<file path="config.mk">
export PLATFORM = sky130hd
export DESIGN_NAME = drc_ctrl
export DESIGN_NICKNAME = d
export VERILOG_FILES = /design/src/verilog/drc_pkg.sv /design/src/verilog/drc_ctrl.sv /design/src/verilog/drc_refresh_timer.sv
export SDC_FILE = /design/constraint.sdc
export NUM_CORES = 1
export LEC_CHECK = 0
export BUFFER_PORTS_ARGS = -buffer_cell sky130_fd_sc_hd__buf_2
export CORE_UTILIZATION = 50
export CTS_BUF_LIST = sky130_fd_sc_hd__clkbuf_16
export CTS_CLUSTER_DIAMETER = 120
export DETAILED_ROUTE_END_ITERATION = 8
export GPL_ROUTABILITY_DRIVEN = 0
export PLACE_DENSITY = 0.78
export SLEW_MARGIN = 10
export SYNTH_ARGS = -nofsm -noshare
export SYNTH_HDL_FRONTEND = slang
export SYNTH_HIERARCHICAL = 1
export SYNTH_SLANG_ARGS = --single-unit
</file>
<file path="constraint.sdc">
create_clock -name sys_clk_i -period 2.3 [get_ports sys_clk_i]
set_input_delay 0.115 -clock sys_clk_i [delete_from_list [all_inputs] [get_ports sys_clk_i]]
set_output_delay 0.115 -clock sys_clk_i [all_outputs]
set_load 0.01 [all_outputs]
</file>
<file path="src/verilog/drc_pkg.sv">
// Constants and types for the strobe-driven 4K x 1 dynamic memory controller
package drc_pkg;
   localparam int ADDR_W      = 12;
   localparam int HALF_W      = 6;
   localparam int ROWS        = 64;
   localparam int CLK_NS      = 50;
   // Strobe timing in ns, refresh period in ms
   localparam int T_RCL_NS    = 110;
   localparam int T_CPW_NS    = 200;
   localparam int T_CAC_NS    = 200;
   localparam int T_WCH_NS    = 150;
   localparam int T_RP_NS     = 125;
   localparam int T_MOD_NS    = 10;
   localparam int T_REF_MS    = 2;
   localparam int CNT_W       = 4;
   // Derived cycle counts, minimum times round up
   localparam logic [CNT_W-1:0] RCL_CYC = CNT_W'((T_RCL_NS + CLK_NS - 1) / CLK_NS);
   localparam logic [CNT_W-1:0] CPW_CYC = CNT_W'((T_CPW_NS + CLK_NS - 1) / CLK_NS);
   localparam logic [CNT_W-1:0] CAC_CYC = CNT_W'((T_CAC_NS + CLK_NS - 1) / CLK_NS);
   localparam logic [CNT_W-1:0] WCH_CYC = CNT_W'((T_WCH_NS + CLK_NS - 1) / CLK_NS);
   localparam logic [CNT_W-1:0] RP_CYC  = CNT_W'((T_RP_NS + CLK_NS - 1) / CLK_NS);
   localparam logic [CNT_W-1:0] MOD_CYC = CNT_W'((T_MOD_NS + CLK_NS - 1) / CLK_NS);
   // Refresh budget: 2 ms over 64 rows, longest time rounds down
   localparam int REF_CYC     = (T_REF_MS * 1000000 / CLK_NS) / ROWS;
   localparam int REF_W       = 12;

   typedef enum logic [1:0] {
      DRC_OP_READ,
      DRC_OP_WRITE,
      DRC_OP_RMW
   } drc_op_type;

   typedef struct packed {
      drc_op_type        op;
      logic [ADDR_W-1:0] addr;
      logic              wdata;
   } drc_req_type;

   typedef struct packed {
      logic ras_n;
      logic cas_n;
      logic write_n;
      logic cs_n;
   } drc_strobe_type;
endpackage

</file>
<file path="src/verilog/drc_ctrl.sv">
// Controller driving a multiplexed-address 4K x 1 dynamic memory by its strobes
`timescale 1ns/1ps
`default_nettype none
module drc_ctrl #(
   parameter int REF_CYC = drc_pkg::REF_CYC
) (
   // Clock and reset
   input  wire logic                       sys_clk_i,
   input  wire logic                       rstn_i,
   input  wire logic                       ce_i,
   // User request
   input  wire logic                       req_valid_i,
   input  wire drc_pkg::drc_req_type       req_i,
   output logic                            req_ready_o,
   output logic                            rsp_valid_o,
   output logic                            rsp_data_o,
   output logic                            refresh_busy_o,
   // Memory pins
   output var drc_pkg::drc_strobe_type     strobe_o,
   output logic [drc_pkg::HALF_W-1:0]      mem_addr_o,
   output logic                            mem_din_o,
   input  wire logic                       mem_dout_i
);
   typedef enum logic [2:0] {
      ST_IDLE,
      ST_ROW,
      ST_COL,
      ST_ACCESS,
      ST_WRITE,
      ST_PRECHARGE
   } drc_state_type;

   drc_state_type              state_reg;
   drc_pkg::drc_req_type       cur_reg;
   logic                       is_ref_reg;
   logic [drc_pkg::CNT_W-1:0]  cnt_reg;
   logic                       ref_due;
   logic                       ref_done;
   logic [drc_pkg::HALF_W-1:0] ref_row;

   function automatic logic cnt_last(input logic [drc_pkg::CNT_W-1:0] c,
                                     input logic [drc_pkg::CNT_W-1:0] n);
      cnt_last = (c >= n - 1'b1);
   endfunction

   // Refresh demand is cleared as soon as the sequencer takes it
   assign ref_done = ce_i && (state_reg == ST_IDLE) && ref_due;

   drc_refresh_timer #(
      .REF_CYC (REF_CYC)
   ) u_refresh (
      .sys_clk_i (sys_clk_i),
      .rstn_i    (rstn_i),
      .ce_i      (ce_i),
      .done_i    (ref_done),
      .due_o     (ref_due),
      .row_o     (ref_row)
   );

   // Sequencer
   always_ff @(posedge sys_clk_i or negedge rstn_i) begin
      if (!rstn_i) begin
         state_reg  <= ST_IDLE;
         cnt_reg    <= '0;
         is_ref_reg <= 1'b0;
         cur_reg    <= '0;
      end else if (ce_i) begin
         cnt_reg <= cnt_reg + 1'b1;
         unique case (state_reg)
            ST_IDLE: begin
               cnt_reg <= '0;
               if (ref_due) begin
                  state_reg  <= ST_ROW;
                  is_ref_reg <= 1'b1;
                  cur_reg.op    <= drc_pkg::DRC_OP_READ;
                  cur_reg.addr  <= {ref_row, {drc_pkg::HALF_W{1'b0}}};
                  cur_reg.wdata <= 1'b0;
               end else if (req_valid_i) begin
                  state_reg  <= ST_ROW;
                  is_ref_reg <= 1'b0;
                  cur_reg    <= req_i;
               end
            end
            ST_ROW: begin
               if (cnt_last(cnt_reg, drc_pkg::RCL_CYC)) begin
                  state_reg <= ST_COL;
                  cnt_reg   <= '0;
               end
            end
            ST_COL: begin
               state_reg <= (cur_reg.op == drc_pkg::DRC_OP_WRITE) ? ST_WRITE : ST_ACCESS;
               cnt_reg   <= '0;
            end
            ST_ACCESS: begin
               if (cnt_last(cnt_reg, drc_pkg::CAC_CYC)) begin
                  cnt_reg   <= '0;
                  state_reg <= (cur_reg.op == drc_pkg::DRC_OP_RMW) ? ST_WRITE
                                                                   : ST_PRECHARGE;
               end
            end
            ST_WRITE: begin
               if (cnt_last(cnt_reg, drc_pkg::WCH_CYC)) begin
                  state_reg <= ST_PRECHARGE;
                  cnt_reg   <= '0;
               end
            end
            ST_PRECHARGE: begin
               if (cnt_last(cnt_reg, drc_pkg::RP_CYC)) begin
                  state_reg <= ST_IDLE;
                  cnt_reg   <= '0;
               end
            end
            default: state_reg <= ST_IDLE;
         endcase
      end
   end

   // Pin drive, registered from the current state
   always_ff @(posedge sys_clk_i or negedge rstn_i) begin
      if (!rstn_i) begin
         strobe_o   <= '{ras_n: 1'b1, cas_n: 1'b1, write_n: 1'b1, cs_n: 1'b0};
         mem_addr_o <= '0;
         mem_din_o  <= 1'b0;
      end else if (ce_i) begin
         strobe_o.cs_n <= 1'b0;
         unique case (state_reg)
            ST_IDLE: begin
               strobe_o.ras_n   <= 1'b1;
               strobe_o.cas_n   <= 1'b1;
               strobe_o.write_n <= 1'b1;
               if (ref_due) begin
                  mem_addr_o <= ref_row;
               end else if (req_valid_i) begin
                  mem_addr_o <= req_i.addr[drc_pkg::ADDR_W-1:drc_pkg::HALF_W];
                  mem_din_o  <= req_i.wdata;
               end
            end
            ST_ROW: begin
               strobe_o.ras_n <= 1'b0;
               if (cnt_last(cnt_reg, drc_pkg::RCL_CYC)) begin
                  mem_addr_o <= cur_reg.addr[drc_pkg::HALF_W-1:0];
                  if (cur_reg.op == drc_pkg::DRC_OP_WRITE) begin
                     strobe_o.write_n <= 1'b0;
                  end
               end
            end
            ST_COL: begin
               strobe_o.cas_n <= 1'b0;
            end
            ST_ACCESS: begin
               if (cnt_last(cnt_reg, drc_pkg::CAC_CYC)
                   && cur_reg.op == drc_pkg::DRC_OP_RMW) begin
                  strobe_o.write_n <= 1'b0;
               end
            end
            ST_WRITE: begin
               if (cnt_last(cnt_reg, drc_pkg::WCH_CYC)) begin
                  strobe_o.ras_n   <= 1'b1;
                  strobe_o.cas_n   <= 1'b1;
                  strobe_o.write_n <= 1'b1;
               end
            end
            ST_PRECHARGE: begin
               strobe_o.ras_n   <= 1'b1;
               strobe_o.cas_n   <= 1'b1;
               strobe_o.write_n <= 1'b1;
            end
            default: strobe_o.ras_n <= 1'b1;
         endcase
      end
   end

   // User handshake and read data capture
   always_ff @(posedge sys_clk_i or negedge rstn_i) begin
      if (!rstn_i) begin
         req_ready_o    <= 1'b0;
         rsp_valid_o    <= 1'b0;
         rsp_data_o     <= 1'b0;
         refresh_busy_o <= 1'b0;
      end else if (ce_i) begin
         req_ready_o    <= (state_reg == ST_IDLE) && !ref_due && !req_valid_i;
         refresh_busy_o <= ref_due || is_ref_reg && (state_reg != ST_IDLE);
         rsp_valid_o    <= 1'b0;
         if (state_reg == ST_ACCESS && cnt_last(cnt_reg, drc_pkg::CAC_CYC)
             && !is_ref_reg) begin
            rsp_valid_o <= 1'b1;
            rsp_data_o  <= mem_dout_i;
         end else if (state_reg == ST_WRITE && cnt_last(cnt_reg, drc_pkg::WCH_CYC)
                      && cur_reg.op == drc_pkg::DRC_OP_WRITE && !is_ref_reg) begin
            rsp_valid_o <= 1'b1;
         end
      end
   end
endmodule
`default_nettype wire

</file>
<file path="src/verilog/drc_refresh_timer.sv">
// Refresh interval timer and row counter
`timescale 1ns/1ps
`default_nettype none
module drc_refresh_timer #(
   parameter int REF_CYC = drc_pkg::REF_CYC
) (
   // Clock and reset
   input  wire logic                     sys_clk_i,
   input  wire logic                     rstn_i,
   input  wire logic                     ce_i,
   // Control
   input  wire logic                     done_i,
   output logic                          due_o,
   output logic [drc_pkg::HALF_W-1:0]    row_o
);
   localparam int REF_W = drc_pkg::REF_W;
   // Longest wait of a due refresh behind a running cycle, in clocks
   localparam int SLACK = 3 + int'(drc_pkg::RCL_CYC) + int'(drc_pkg::CAC_CYC)
                          + int'(drc_pkg::WCH_CYC) + int'(drc_pkg::RP_CYC);
   // Period shortened by that wait so a late start still keeps every row in budget
   localparam logic [REF_W-1:0] LAST = REF_W'(REF_CYC - SLACK - 1);

   logic [REF_W-1:0] cnt_reg;

   // Free-running period; done_i marks a refresh taken, a new period end wins over it
   always_ff @(posedge sys_clk_i or negedge rstn_i) begin
      if (!rstn_i) begin
         cnt_reg <= '0;
         due_o   <= 1'b0;
      end else if (ce_i) begin
         if (cnt_reg >= LAST) begin
            cnt_reg <= '0;
            due_o   <= 1'b1;
         end else begin
            cnt_reg <= cnt_reg + 1'b1;
            if (done_i) begin
               due_o <= 1'b0;
            end
         end
      end
   end

   always_ff @(posedge sys_clk_i or negedge rstn_i) begin
      if (!rstn_i) begin
         row_o <= '0;
      end else if (ce_i && done_i) begin
         row_o <= row_o + 1'b1;
      end
   end
endmodule
`default_nettype wire

</file>
==> results.json <==
{
  "outcome": "completed",
  "max_freq_mhz": 494.5,
  "grt_busiest_layer": "met2",
  "synth_area_leaders": "dfrtp_1 43%, mux2_2 7.6%, nor2b_1 3.0%",
  "syn_nets": 272,
  "drive_above_1_share": 0.2902,
  "clock-sinks": 49,
  "synth.distinct_cells": 66,
  "synth_largest_area_cell": "dfrtp_1",
  "htreeDepth": 2,
  "power_density_mw_per_mm2": 1246,
  "tightestPinTransition_ps": 530.3,
  "drv_slew": 0,
  "io_pins": 35,
  "final_hold_viol_count": 0,
  "grt_use_met3": 0.04016,
  "totalWireLength_mm": 5.327,
  "pwr-share-clk": 0.182,
  "grt.overflow.total": 0,
  "vias_per_cell": 5.626,
  "skew_ps": 4.822,
  "stdcell_count": 356,
  "grt_pass1_wl_mm": 9.004,
  "placed_cells": 347,
  "syn_area_mm2": 0.002676,
  "post-route-util": 0.5966,
  "cpPeakStageDelay_ps": 440,
  "dr_total_vias": 2003,
  "row_count": 26,
  "seqPwrFrac": 0.398,
  "cts_setup_buffers": 0,
  "cts_tree": "yes",
  "fin_crit_sh": 0.8792,
  "die_h_um": 75.16,
  "grtUsageTotal": 0.2168,
  "finalNetCount": 310,
  "cts_root_buffer": "clkbuf_16",
  "crit_type": "flop to flop",
  "portBuffers": 33,
  "avgSynthCellArea_um2": 10.84,
  "worstPathRequired_ps": 2470,
  "fin_crit_ps": 2022,
  "yosysMostFrequentCell": "dfrtp_1",
  "fillers": 446,
  "met2_usage": 0.3774,
  "die_area_mm2": 0.005649,
  "ys_seq_area_frac": 0.4596,
  "arrival_ps": 2190,
  "final.setup.tns_ps": 0,
  "power.leakage_uw": 0.001371,
  "initial_utilization": 0.5207,
  "critPathLaunchType": "flop",
  "p_int_uw": 2369,
  "synthCells": 247,
  "holdCritPathClass": "primary input to flop",
  "coreArea_mm2": 0.005140,
  "grt_pass1_vias": 1968,
  "synth_top_area_share": 0.4301,
  "met1_usage": 0.2722,
  "antenna_found_initial": 0,
  "peakVddDrop_v": 0.0006105,
  "cts_made_buffers": 5,
  "ys_ff_latch": 49,
  "die_w_um": 75.16,
  "rsz0062_at_grt": "no",
  "largest_register_ffs": 12,
  "ys.flop_type": "dfrtp_1",
  "grt_max_degree": 30,
  "setup_viol_count_final": 0,
  "dr.pass1.iters": 4,
  "drtAntennaViolNets": 0,
  "clkLatencyLatePin_ps": 280,
  "maxCapViolCount": 0,
  "crit_fanout": 8,
  "wl_per_cell_um": 14.96,
  "switching_share": 0.3799,
  "synth_warnings": 6,
  "netlist_top_cells_count": "46 x dfrtp_1, 18 x mux2_2, 16 x nand2_1",
  "synthToLayoutAreaGrowth_pct": 14.59,
  "max_slew_margin": 0.6373,
  "p_switching_uw": 1452,
  "drtIter0Drc": 103,
  "synth-edff-count": 0,
  "antenna_cells": 0,
  "cp_cell_sequence": "nand2b_1, nor3_1, and2_1, and2_0, mux2_2",
  "dpl.hpwl_mm": 3.946,
  "crit_slowest_cell": "dfrtp_1",
  "async_flop_share": 1.000,
  "drcViolationCount": 0,
  "fin_hold_ws_ps": 61.45,
  "crit_path_end_kind": "flop",
  "comb_power_share": 0.420,
  "clkTransAtPathRegs_ps": 60,
  "cts_buffer_depth": 2
}
[area by class of cell]
class | instances | area [µm²] | share of cell area
tap | 70 | 87.58 | 0.02856
timing repair buffer | 42 | 247.7 | 0.08078
clock buffer | 5 | 125.1 | 0.04080
sequential | 49 | 1230 | 0.4011
inverter | 13 | 48.80 | 0.01591
clock inverter | 3 | 13.76 | 0.004488
multi-input combinational | 174 | 1314 | 0.4284
[kinds of logic after synthesis]
group,synth area share
and+or+nand+nor,0.1697
other,0.001401
xor gates and xnor gates,0.01964
adders and majority gates,0.02338
muxes,0.1019
DFF,0.4596
buffers and inverters,0.04956
AOI/OAI and AO/OA,0.1749
[metrics by stage]
step | setup WS, ps | area, µm² | power (µW)
after floorplan | 476.3 | 2676 | 2751
after global placement | 347.7 | 2918 | 3078
after CTS | 300.0 | 3067 | 3854
after global routing | 89.29 | 3067 | 4101
after detailed placement | 317.7 | 2918 | 3143
final | 277.9 | 3067 | 3821
[per-layer routing]
metal | part of all wire | up-vias
met3 | 0.035 | 9
met1 | 0.45 | 978
met2 | 0.50 | 42
met4 | 0.017 | 0
li1 | - | 974
met5 | 0 | -
[worst paths after layout]
path / from / end / slack (ps) / depth (start not counted)
hold / removal: mem_dout_i / rsp_data_o / 60 / 2
max in group asynchronous: rstn_i / u_refresh/cnt_reg[1] / 1450 / 3
hold reg to reg: u_refresh/row_o[5] / u_refresh/row_o[5] / 490 / 1
setup / recovery: state_reg[2] / u_refresh/row_o[1] / 280 / 5
setup reg to reg: state_reg[2] / u_refresh/row_o[1] / 280 / 5
min in group asynchronous: rstn_i / cur_reg[14] / 320 / 2
[critical path, delay by kind of cell (launching register included)]
family | cells | cell delay [ps]
AND/OR/NAND/NOR | 4 | 1090
flip-flops | 1 | 440
multiplexers | 1 | 370
[cell usage in the layout, fill, tap and decap left out, types with 5 or more instances in the layout]
cell,synthesis,routed
a21oi_1,11,11
buf_2,3,33
buf_4,3,7
clkbuf_16,0,5
dfrtp_1,46,46
ha_1,5,5
inv_1,13,14
mux2_2,18,18
mux2i_1,7,7
nand2_1,16,16
nand3_1,5,5
nor2_1,6,6
nor2b_1,13,13
nor3_1,5,5
o21ai_0,15,15
o22ai_1,6,6
xnor2_1,5,5
[timing repair]
| item | CTS | global route |
|---|---|---|
| resized for setup | 0 | 0 |
| hold buffers | 1 | 0 |
| endpoints found under the hold margin | 17 | 0 |
[power groups by stage]
stage	registers (µW)	logic [µW]	clock network [µW]
6_report	1520	1610	696
5_1_grt	1570	1790	745
4_1_cts	1520	1620	716
3_5_place_dp	1530	1610	0
3_3_place_gp	1510	1570	0
2_1_floorplan	1450	1300	0
Note: power is estimated with default switching activity, not from simulation.
